### config.mk
export PLATFORM = sky130hd
export DESIGN_NAME = mcu_irq_register_bank
export DESIGN_NICKNAME = d
export VERILOG_FILES = /design/src/logic/irq_bank_pkg.sv /design/src/logic/mcu_irq_register_bank.sv
export SDC_FILE = /design/constraint.sdc
export NUM_CORES = 1
export LEC_CHECK = 0
export BUFFER_PORTS_ARGS = -buffer_cell sky130_fd_sc_hd__clkbuf_2
export CORE_MARGIN = 1
export CORE_UTILIZATION = 35
export DETAILED_ROUTE_END_ITERATION = 10
export REMOVE_ABC_BUFFERS = 1
export SYNTH_ARGS = -nofsm -noshare
export SYNTH_HDL_FRONTEND = slang
export SYNTH_SLANG_ARGS = --single-unit
export TNS_END_PERCENT = 1
### constraint.sdc
create_clock -name clk -period 4.7 [get_ports clk]
set_input_delay 1.41 -clock clk [delete_from_list [all_inputs] [get_ports clk]]
set_output_delay 1.41 -clock clk [all_outputs]
set_load 0.02 [all_outputs]
### src/logic/irq_bank_pkg.sv
// constants, field positions and carriers of the interrupt register bank
// assumes one system clock; the core and event sources share it
package irq_bank_pkg;

    // register addresses on the plain register port
    localparam logic [2:0] ADDR_EDGE   = 3'h0; // pin_edge_select
    localparam logic [2:0] ADDR_CTRL0  = 3'h1; // primary_irq_ctrl_0
    localparam logic [2:0] ADDR_CTRL1  = 3'h2; // primary_irq_ctrl_1
    localparam logic [2:0] ADDR_GRP0   = 3'h3; // shared_group_ctrl_0
    localparam logic [2:0] ADDR_GRP1   = 3'h4; // shared_group_ctrl_1
    localparam logic [2:0] ADDR_STAT   = 3'h5; // overrun status, write 1 clears
    localparam logic [2:0] ADDR_MASK   = 3'h6; // overrun interrupt mask

    // reset values
    localparam logic [7:0] RST_VAL     = 8'h00;

    // implemented-bit masks
    localparam logic [7:0] EDGE_MASK_1 = 8'h03; // one external pin
    localparam logic [7:0] EDGE_MASK_2 = 8'h0F; // two external pins
    localparam logic [7:0] CTRL0_MASK  = 8'h7F;
    localparam logic [7:0] CTRL1_MASK  = 8'h77; // no upper source
    localparam logic [7:0] CTRL1_MASKX = 8'hFF; // with upper source
    localparam logic [7:0] GRP_MASK    = 8'h33;
    localparam logic [7:0] SRC_MASK    = 8'h7F;

    // field positions
    localparam int GLB_EN_BIT  = 0;  // global_irq_enable
    localparam int FLAG_LO     = 4;  // first flag bit of a control register
    localparam int EN_LO       = 0;  // first enable bit of a group register
    localparam int PIN0_SEL_LO = 0;  // pin0_edge_sel_lo
    localparam int PIN1_SEL_LO = 2;  // pin1_edge_sel_lo

    // edge-select codes
    localparam logic [1:0] EDGE_OFF  = 2'h0;
    localparam logic [1:0] EDGE_RISE = 2'h1;
    localparam logic [1:0] EDGE_FALL = 2'h2;
    localparam logic [1:0] EDGE_BOTH = 2'h3;

    // source indices, lowest index has highest priority
    localparam int SRC_PIN0 = 0;
    localparam int SRC_TB0  = 1;
    localparam int SRC_TB1  = 2;
    localparam int SRC_GRP0 = 3;
    localparam int SRC_EEP  = 4;
    localparam int SRC_ADC  = 5;
    localparam int SRC_HI   = 6;
    localparam int NUM_SRC  = 7;

    // one-cycle event pulses from the on-chip sources
    typedef struct packed {
        logic       tb0;    // time base 0 tick
        logic       tb1;    // time base 1 tick
        logic       adc;    // conversion done
        logic       eeprom; // write done
        logic [1:0] tm0;    // timer 0 matches: [1] A, [0] P
        logic [1:0] tm1;    // timer 1 matches: [1] A, [0] P
    } src_evt_t;

    // request towards the core
    typedef struct packed {
        logic       req;    // a source may be vectored
        logic [2:0] vector; // index of the winning source
    } irq_out_t;

endpackage : irq_bank_pkg

### src/logic/mcu_irq_register_bank.sv
// interrupt enable and request-flag register bank of a small controller
// assumes the core, event sources and register port run on clk;
// external pins are asynchronous and are synchronised here
//
// The address-and-strobe port and the register addresses are this design's own decisions.
`timescale 1ns/10ps

// Overview of operation
// - pin0 edge field bits 1:0, four codes
// - pin1 edge field bits 3:2, same codes
// - bit 0 of control 0 is global enable
// - time base 1 flag bit6, enable bit3
// - time base 0 flag bit5, enable bit2
// - external pin flag bit4, enable bit1
// - converter flag bit6, enable bit2, control 1
// - eeprom flag bit5, enable bit1, control 1
// - group 0 flag bit4, enable bit0
// - unimplemented bits read back as zero
// - each source has enable and flag
// - timer match bits in separate group registers
// - events set flags; vector needs both enables
// - servicing clears global enable and the serviced flag
module mcu_irq_register_bank #(
    parameter bit HAS_PIN1   = 1'b0, // second external pin variant
    parameter bit HAS_GROUP1 = 1'b0  // second group register variant
) (
    input  wire logic                    clk,
    input  wire logic                    rst,
    input  wire logic                    clk_en,    // freezes all state
    input  wire logic [2:0]              addr,      // register address
    input  wire logic [7:0]              wdata,     // write data
    input  wire logic                    wr_stb,    // write strobe
    input  wire logic                    rd_stb,    // read strobe
    output logic [7:0]                   rdata,     // read data, next cycle
    input  wire logic                    pin0_in,   // asynchronous pin 0
    input  wire logic                    pin1_in,   // asynchronous pin 1
    input  wire irq_bank_pkg::src_evt_t  events,    // source pulses
    input  wire logic                    irq_ack,   // core takes vector
    output irq_bank_pkg::irq_out_t       irq_out,   // request and vector
    output logic                         irq_line   // overrun interrupt
);
    import irq_bank_pkg::*;

    ////////////////////////////////////////////////////////////////////////
    // declarations
    localparam bit         HI_IMPL  = HAS_PIN1 | HAS_GROUP1;
    localparam logic [7:0] EDGE_M   = HAS_PIN1 ? EDGE_MASK_2 : EDGE_MASK_1;
    localparam logic [7:0] CTRL1_M  = HI_IMPL ? CTRL1_MASKX : CTRL1_MASK;

    logic [7:0]         edge_reg;      // pin_edge_select
    logic [7:0]         ctrl0_reg;     // primary_irq_ctrl_0
    logic [7:0]         ctrl1_reg;     // primary_irq_ctrl_1
    logic [7:0]         grp0_reg;      // shared_group_ctrl_0
    logic [7:0]         grp1_reg;      // shared_group_ctrl_1
    logic [7:0]         stat_reg;      // overrun sticky bits
    logic [7:0]         mask_reg;      // overrun mask
    logic [7:0]         ctrl0_next;
    logic [7:0]         ctrl1_next;
    logic [7:0]         grp0_next;
    logic [7:0]         grp1_next;
    logic [7:0]         stat_next;
    logic [1:0]         pin_meta_reg;  // first synchroniser stage
    logic [1:0]         pin_sync_reg;  // second synchroniser stage
    logic [1:0]         pin_prev_reg;  // previous synchronised level
    logic               pin0_hit;      // selected edge seen on pin 0
    logic               pin1_hit;      // selected edge seen on pin 1
    logic               grp0_evt;      // enabled match in group 0
    logic               grp1_evt;      // enabled match in group 1
    logic               hi_evt;        // upper source of control 1
    logic [NUM_SRC-1:0] src_set;       // event per source
    logic [NUM_SRC-1:0] src_flag;      // flag per source
    logic [NUM_SRC-1:0] src_en;        // enable per source
    logic [NUM_SRC-1:0] pend_next;     // flag and enable, next state
    logic [NUM_SRC-1:0] ack_clr;       // flag cleared by service
    logic               ack_take;      // service accepted
    logic               wr_ctrl0;      // write hits control 0
    irq_out_t           irq_next;

    ////////////////////////////////////////////////////////////////////////
    // helpers
    // decides whether the selected edge occurred
    function automatic logic edge_hit(input logic [1:0] sel,
                                      input logic       cur,
                                      input logic       prev);
        case (sel)
            EDGE_RISE: edge_hit = cur & ~prev;
            EDGE_FALL: edge_hit = ~cur & prev;
            EDGE_BOTH: edge_hit = cur ^ prev;
            default:   edge_hit = 1'b0;  // edge detection off
        endcase
    endfunction : edge_hit

    // lowest pending index wins
    function automatic logic [2:0] prio_vec(input logic [NUM_SRC-1:0] p);
        prio_vec = 3'h0;
        for (int i = NUM_SRC - 1; i >= 0; i--) begin
            if (p[i]) begin
                prio_vec = 3'(i);
            end
        end
    endfunction : prio_vec

    ////////////////////////////////////////////////////////////////////////
    // external pin synchroniser and edge detection
    // two stages before any logic looks at the pins
    always_ff @(posedge clk) begin
        if (rst) begin
            pin_meta_reg <= 2'h0;
            pin_sync_reg <= 2'h0;
            pin_prev_reg <= 2'h0;
        end else if (clk_en) begin
            pin_meta_reg <= {pin1_in, pin0_in};
            pin_sync_reg <= pin_meta_reg;
            pin_prev_reg <= pin_sync_reg;
        end
    end

    // edge codes steer the pin events
    assign pin0_hit = edge_hit(edge_reg[PIN0_SEL_LO +: 2],
                               pin_sync_reg[0], pin_prev_reg[0]);
    assign pin1_hit = HAS_PIN1 &
                      edge_hit(edge_reg[PIN1_SEL_LO +: 2],
                               pin_sync_reg[1], pin_prev_reg[1]);

    ////////////////////////////////////////////////////////////////////////
    // source map
    // a group event is a match whose own enable is set
    assign grp0_evt = |(events.tm0 & grp0_reg[EN_LO +: 2]);
    assign grp1_evt = HAS_GROUP1 & (|(events.tm1 & grp1_reg[EN_LO +: 2]));
    // upper bit pair of control 1 belongs to pin 1 when present, else to group 1
    assign hi_evt   = HAS_PIN1 ? pin1_hit : grp1_evt;

    // every source has its own flag and enable
    assign src_set  = {hi_evt, events.adc, events.eeprom, grp0_evt,
                       events.tb1, events.tb0, pin0_hit};
    assign src_flag = {ctrl1_reg[7:4], ctrl0_reg[6:4]};
    assign src_en   = {ctrl1_reg[3:0], ctrl0_reg[3:1]};

    // service accepted only while a request is shown
    assign ack_take = irq_ack & irq_out.req;
    assign ack_clr  = ack_take ? 7'(7'h01 << irq_out.vector) : 7'h00;
    assign wr_ctrl0 = wr_stb & (addr == ADDR_CTRL0);

    ////////////////////////////////////////////////////////////////////////
    // next values of the primary control registers
    // order: service clear, then software write, then hardware set
    always_comb begin
        // serviced source drops its flag
        ctrl0_next = ctrl0_reg & ~{1'b0, ack_clr[2:0], 4'h0};
        ctrl1_next = ctrl1_reg & ~{ack_clr[6:3], 4'h0};
        // servicing blocks nesting
        if (ack_take) begin
            ctrl0_next[GLB_EN_BIT] = 1'b0;
        end
        // software writes implemented bits only
        if (wr_ctrl0) begin
            ctrl0_next = wdata & CTRL0_MASK;
        end
        if (wr_stb && addr == ADDR_CTRL1) begin
            ctrl1_next = wdata & CTRL1_M;
        end
        // events set their flags and win over any clear
        ctrl0_next[FLAG_LO +: 3] = ctrl0_next[FLAG_LO +: 3] |
                                   src_set[2:0];
        ctrl1_next[FLAG_LO +: 4] = ctrl1_next[FLAG_LO +: 4] |
                                   (src_set[6:3] & {HI_IMPL, 3'h7});
    end

    // primary control registers
    always_ff @(posedge clk) begin
        if (rst) begin
            ctrl0_reg <= RST_VAL;
            ctrl1_reg <= RST_VAL;
        end else if (clk_en) begin
            ctrl0_reg <= ctrl0_next;
            ctrl1_reg <= ctrl1_next;
        end
    end

    // edge-select register
    always_ff @(posedge clk) begin
        if (rst) begin
            edge_reg <= RST_VAL;
        end else if (clk_en && wr_stb && addr == ADDR_EDGE) begin
            edge_reg <= wdata & EDGE_M;
        end
    end

    ////////////////////////////////////////////////////////////////////////
    // group registers holding timer match bits
    // flags at 5:4 set by matches, enables at 1:0
    always_comb begin
        grp0_next = grp0_reg;
        grp1_next = grp1_reg;
        if (wr_stb && addr == ADDR_GRP0) begin
            grp0_next = wdata & GRP_MASK;
        end
        if (wr_stb && addr == ADDR_GRP1 && HAS_GROUP1) begin
            grp1_next = wdata & GRP_MASK;
        end
        grp0_next[FLAG_LO +: 2] = grp0_next[FLAG_LO +: 2] | events.tm0;
        if (HAS_GROUP1) begin
            grp1_next[FLAG_LO +: 2] = grp1_next[FLAG_LO +: 2] | events.tm1;
        end
    end

    // group register storage
    always_ff @(posedge clk) begin
        if (rst) begin
            grp0_reg <= RST_VAL;
            grp1_reg <= RST_VAL;
        end else if (clk_en) begin
            grp0_reg <= grp0_next;
            grp1_reg <= grp1_next;
        end
    end

    ////////////////////////////////////////////////////////////////////////
    // request towards the core
    // built from next state so a taken request drops at once
    assign pend_next = {ctrl1_next[7:4], ctrl0_next[6:4]} &
                       {ctrl1_next[3:0], ctrl0_next[3:1]};
    always_comb begin
        irq_next.req    = ctrl0_next[GLB_EN_BIT] & (|pend_next);
        irq_next.vector = prio_vec(pend_next);
    end

    // registered request and vector
    always_ff @(posedge clk) begin
        if (rst) begin
            irq_out <= '0;
        end else if (clk_en) begin
            irq_out <= irq_next;
        end
    end

    ////////////////////////////////////////////////////////////////////////
    // overrun status, mask and interrupt line
    // an event arriving on a set flag is recorded; set beats clear
    always_comb begin
        stat_next = stat_reg;
        if (wr_stb && addr == ADDR_STAT) begin
            stat_next = stat_reg & ~wdata;
        end
        stat_next = (stat_next | {1'b0, src_set & src_flag}) & SRC_MASK;
    end

    // status and mask storage
    always_ff @(posedge clk) begin
        if (rst) begin
            stat_reg <= RST_VAL;
            mask_reg <= RST_VAL;
        end else if (clk_en) begin
            stat_reg <= stat_next;
            if (wr_stb && addr == ADDR_MASK) begin
                mask_reg <= wdata & SRC_MASK;
            end
        end
    end

    // level output while an unmasked overrun is set
    always_ff @(posedge clk) begin
        if (rst) begin
            irq_line <= 1'b0;
        end else if (clk_en) begin
            irq_line <= |(stat_next & mask_reg);
        end
    end

    ////////////////////////////////////////////////////////////////////////
    // read port
    // data stands one cycle after the strobe, zero otherwise
    always_ff @(posedge clk) begin
        if (rst) begin
            rdata <= 8'h00;
        end else if (clk_en) begin
            rdata <= 8'h00;
            if (rd_stb) begin
                case (addr)
                    ADDR_EDGE:  rdata <= edge_reg;
                    ADDR_CTRL0: rdata <= ctrl0_reg;
                    ADDR_CTRL1: rdata <= ctrl1_reg;
                    ADDR_GRP0:  rdata <= grp0_reg;
                    ADDR_GRP1:  rdata <= grp1_reg;
                    ADDR_STAT:  rdata <= stat_reg;
                    ADDR_MASK:  rdata <= mask_reg;
                    default:    rdata <= 8'h00; // unmapped reads zero
                endcase
            end
        end
    end
endmodule : mcu_irq_register_bank

Yosys cells after proc, flatten, opt, wreduce, memory -nomap -nowiden:

Cells that the tools add are included.
Widths: inputs -> output; s select.

* equal/unequal tests: 8
* shift operators: 1
* multiplexer cells: 16
* bitwise gates (word level): 22
* reduce and logical (&&, ||, !) cells: 12

Operators by type and width (count)
* $pmux 8 s6: 1
* $mux 8: 3
* $and 7x7->7: 3
* $mux 3: 7
* $and 8x8->8: 2
* $mux 7: 2
* $not 7->8: 1
* $not 8->8: 1
* $reduce_or 8->1: 1
* $and 6x7->7: 1
* $not 7->7: 1
* $or 7x7->7: 1
* $reduce_or 7->1: 1
* $shl 1x3->7 const A: 1
* $eq 3x2->1 const B: 2
* $eq 3x3->1 const B: 2
* $logic_and 1x1->1: 6
* $mux 6: 1
* $and 1x1->1: 5
* $eq 2x2->1 const B: 2
* $or 4x3->4: 1
* $reduce_and 2->1: 2
* $eq 3x1->1 const B: 1
* $logic_not 3->1: 1
* other kinds (9): 10

* flip-flop bits (word level): 52
* output and inout bits: 13

Logic depth before layout (Yosys ltp):

* depth in word-level cells: 15
* mapped depth: 8
* mapped depth without buffers: 8

Worst setup path before layout:

Ideal clock, no wire load.

* path type: input -> register
* start point: input addr[1]
* end point: register irq_out[2] (netlist name)
* library setup time: 117 ps
* data arrival time: 2612 ps
* slack: 1970 ps
* stages on the path: 7
* path buffers: 1
* cell sequence: buf_2 -> and4bb_2 -> nand2_1 -> a31oi_1 -> a311oi_2 -> and2b_1 -> a32o_1

* word-level cells in the longest chain between the ends: 12

Ends and longest elaborated chain
* start, declared: RTL line mcu_irq_register_bank.sv:30 `input wire logic [2:0] addr,`
* $eq 3x2->1: RTL line mcu_irq_register_bank.sv:159 `if (wr_stb && addr == ADDR_CTRL1) begin`
* $logic_and 1x1->1: RTL line mcu_irq_register_bank.sv:159
* $mux 8: RTL line mcu_irq_register_bank.sv:159
* $or 4x3->4: RTL line mcu_irq_register_bank.sv:165 `ctrl1_next[FLAG_LO +: 4] = ctrl1_next[FLAG_LO +: 4] |`
* $and 7x7->7 *: RTL line mcu_irq_register_bank.sv:221 `assign pend_next = {ctrl1_next[7:4], ctrl0_next[6:4]} &`
* $mux 3 (6 in a row): RTL line mcu_irq_register_bank.sv:97 `if (p[i]) begin`
* $mux 3 *: RTL line mcu_irq_register_bank.sv:97
* end signal, assigned: RTL line mcu_irq_register_bank.sv:233 `irq_out <= irq_next;`
* end, declared: RTL line mcu_irq_register_bank.sv:39 `output irq_bank_pkg::irq_out_t irq_out,`

Mark *: on every way between the ends. The rest lies on a longest branch, timed or not.
A chain may end at the register's enable or synchronous reset.

Worst setup path after layout:

* start point: input addr[2]
* end point: register irq_out[3] (netlist name)

* word-level cells in the longest chain between the ends: 7

Ends and longest elaborated chain
* $eq 3x1->1 or $eq 3x2->1 (tied branches): RTL line mcu_irq_register_bank.sv:142, mcu_irq_register_bank.sv:159
* $and 1x1->1 or $logic_and 1x1->1 (tied branches): RTL line mcu_irq_register_bank.sv:142, mcu_irq_register_bank.sv:159
* $mux 8 (on tied branches): RTL line mcu_irq_register_bank.sv:156, mcu_irq_register_bank.sv:159
* $or 3x3->3 or $or 4x3->4 (tied branches): RTL line mcu_irq_register_bank.sv:163, mcu_irq_register_bank.sv:165
* $and 7x7->7: RTL line mcu_irq_register_bank.sv:221
* $reduce_or 7->1: RTL line mcu_irq_register_bank.sv:224 `irq_next.req = ctrl0_next[GLB_EN_BIT] & (|pend_next);`
* $and 1x1->1 *: RTL line mcu_irq_register_bank.sv:224

Marked as above.

==> results summary <==
The first-iteration detailed-routing DRC count came out at around 240. The signal arrival time at the worst endpoint came out at between 3000 and 4000 ps. The maximum vdd drop is 0.1276 mV.

The finished layout cell area came out at ~3000 µm². The final count of hold timing violations is 0. Clock-pin slew was measured on the worst setup and hold paths at between 100 and 150 ps. 40 I/O pins were placed. The design internal power came out at a little under 0.0006 W. The element type at the critical path end is a register. The count of final setup violators came out at 0. The first-pass GRT wire length is ~13000 µm. Before antenna repair, the detailed router went through 5 iterations. The summed negative setup slack over all endpoints is 0 ps. The number of antenna violations at the first check in global routing was 0. The clock network is responsible for between 30 and 40% of the overall power. Setup repair after global routing left no endpoint under its margin.

The post-synthesis async set-or-reset flop share is 0%. The area of the die is 8264 µm². In this run the power density over the cells is approximately 270 nW/µm². At the end of the flow, the number of nets in the layout was about 380.

The tightest min-delay check is of the reg2reg type. The CTS root buffer is clkbuf_8. The logic gate share of total power came out at 12.7%. The post-route fraction of the period consumed by the critical path came out at 68.12%.

The flop and latch count out of synthesis came out at 51. The number of buffers added by the clock tree synthesis step came out at 5. Clock latency on the worst-skew pair, taken at its later pin, is 320 ps. The synthesized design contains 0 enable-type register cells.

The number of cells upsized or downsized after cts came out at 0. The number of pins with negative max-slew slack in the final report came out at 0. The power dissipated by switching net loads is between 0.0002 and 0.00025 W. The number of H-tree levels is 2. STA puts the critical path data required time at 4910 ps. The post-detailed-route wirelength per cell is between 15 and 20 µm. The buffers inserted during post-CTS setup optimization came out at 0.

TritonCTS built the clock tree. The via count of the first global-routing pass is between 2000 and 3000. Sequential elements use 36.91% of the synthesized area. After global routing the overflow that remains totals 0. Among all flip-flop cells after synthesis, the most frequent one is dfxtp_1.

Wires add up to approximately 8000 µm. For this configuration, the core starts out at a cell density of between 30% and 40%. Registers are responsible for between 50 and 60% of the overall power. The netlist uses 54 different library cells. The largest net degree at the start of global routing is 38. The die outline height is approximately 91 µm. The static leakage power came out at roughly 1.2 nW. The synthesis warning total came out at 0. The maximum number of buffers from clock root to sink came out at 2. Buffers inserted to repair hold after CTS numbered 0. At the pin with the least slew margin, the transition time is 818.7 ps. The number of routed nets with antenna violations is 0.

The critical path startpoint category is a primary input. For this block, the via count after detailed routing is between 2000 and 3000. The overall fraction of global-route tracks in use came out at between 20% and 30%. The diode insertion count for antenna repair is 0.

Static timing analysis puts the maximum clock frequency at between 300 and 400 MHz. Of all nets on the critical path, the largest fanout is 27. Routability-driven placement finished with a final weighted congestion of 0.8556. The proportion of total power due to net switching came out at 29.51%. Relative to the synthesized area, the layout overhead comes to 10.90%. The detailed-route vias per instance came out at 5.740.

The placed standard-cell area is 2970 µm². The synthesized instance count came out at approximately 330. The cell row count is 32.

In the final layout, the share of cells above drive strength 1 is 15.21%. The worst max-slew margin expressed relative to the limit came out at a little under half. The flow ran to the end, and the final reports show no timing, DRC or antenna violations. The total standard cell area after synthesis is approximately 2800 µm². Input and output buffers added on the ports amount to 35.

The HPWL after detailed placement is 5631 µm. The number of sinks handled by clock tree synthesis came out at between 50 and 60. The core outline area is between 7000 and 8000 µm². The worst clock skew is between 10 and 15 ps.

In the routed design, unresolved DRC markers number 0. Across the run, the number of max-cap violations was 0. The final critical delay including setup and external delays came out at between 3000 and 4000 ps. The critical path is of the in2reg type. The average cell area after synthesis came out at 8.283 µm². The width of the die is 90.91 µm.

The number of fill cells is between 800 and 900.
metrics by stage:
stage          setup slack (ps)  power [W]  hold slack [ps]  cells  utilization (%)
3_3_place_gp               1294  0.0005695            451.9    449            38.64
2_1_floorplan              1996  0.0005142            434.6    310                -
3_5_place_dp               1216  0.0005707            458.6    449            38.64
5_1_grt                    1388  0.0008784            512.6    457            39.91
6_report                   1498  0.0008400            471.1    457            39.91
4_1_cts                    1559  0.0008495            476.0    457            39.91
power by group through the flow:
| stage | registers, W | clock network (W) | logic (W) |
|---|---|---|---|
| after global placement | 0.000465 | 0 | 0.000104 |
| after CTS | 0.000455 | 0.000288 | 0.000106 |
| after detailed placement | 0.000465 | 0 | 0.000105 |
| after floorplan | 0.000464 | 0 | 0.0000506 |
| final | 0.000456 | 0.000278 | 0.000106 |
| after global routing | 0.000457 | 0.000303 | 0.000118 |
final timing paths:
kind / start / to / slack, ps / cells after the start
worst min-delay path: rdata[7] / rdata[7] / 470 / 2
worst min register to register: rdata[7] / rdata[7] / 470 / 2
worst max-delay path: addr[2] / irq_out[3] / 1500 / 7
worst max register to register: pin_sync_reg[0] / irq_out[3] / 2720 / 8
layer usage:
layer  share of wire, %  routed length (µm)  GRT usage [%]  vias up
li1                   -                   -              -     1265
met1                 46                3670          27.50     1268
met2                 46                3649          32.70       77
met3                5.8                 458          3.199       13
met4                1.8                 144          5.952        0
met5                  0                   0              0        -
cell families after synthesis:
logic type / count (synthesis) / share of synthesized area [%]
buffers and inverters: 30 / 4.930
and+or+nand+nor: 126 / 22.21
AOI/OAI and AO/OA: 100 / 25.92
muxes: 25 / 9.136
adders and majority gates: 2 / 0.9044
DFF: 51 / 36.91
layout by cell type (no fill, tap or decap), types with 3 or more instances in the layout:
cell type / count
clkbuf_8: 5
a221oi_1: 4
a22o_1: 8
o21ai_0: 14
nand2_1: 34
nor2_1: 49
nand3_1: 10
nand3b_1: 3
o2111ai_1: 4
a211oi_1: 4
nand2b_1: 7
inv_1: 6
nor2b_1: 6
a22oi_1: 15
a21oi_1: 23
a32oi_1: 4
clkbuf_2: 35
o211ai_1: 3
dfxtp_1: 51
mux2i_1: 23
critical path, stage by stage:
cell	delay [ps]
clkbuf_2	360
nand4bb_1	570
nand3_1	210
and3_1	210
nor3b_2	260
a21boi_1	100
a221o_1	270
cell type report:
class	count	area, µm²	share of cell area [%]
clock inverter	3	28.78	0.9380
sequential	51	1021	33.28
tap	102	127.6	4.160
timing repair buffer	37	190.2	6.199
inverter	6	22.52	0.7341
clock buffer	5	68.82	2.243
multi-input combinational	253	1609	52.45
Yosys cell counts (all sizes together) (2+ instances only):
library cell   n  area (µm²)
and4bb         2       25.02
nand3         11       60.06
nor2          49       183.9
o221ai         2       17.52
a31oi          2       12.51
mux2           2       22.52
a22oi         15       112.6
nor2b          6       37.54
nand4bb        2       22.52
a221o          2       20.02
nand2b         7       43.79
mux2i         23       230.2
o21ai         15       75.07
a221oi         4       35.03
dfxtp         51        1021
o211ai         4       35.03
clkbuf        14       53.80
and3           2       12.51
buf           10       60.06
a211oi         4       30.03
o2bb2ai        2       17.52
nor3b          3       27.52
a311oi         3       32.53
a22o           8       70.07
nand2         34       127.6
o2111ai        4       35.03
ha             2       25.02
nand3b         3       22.52
a21oi         23       115.1
a32oi          4       35.03
inv            6       22.52
No activity file was read; power rests on OpenSTA's default activity.
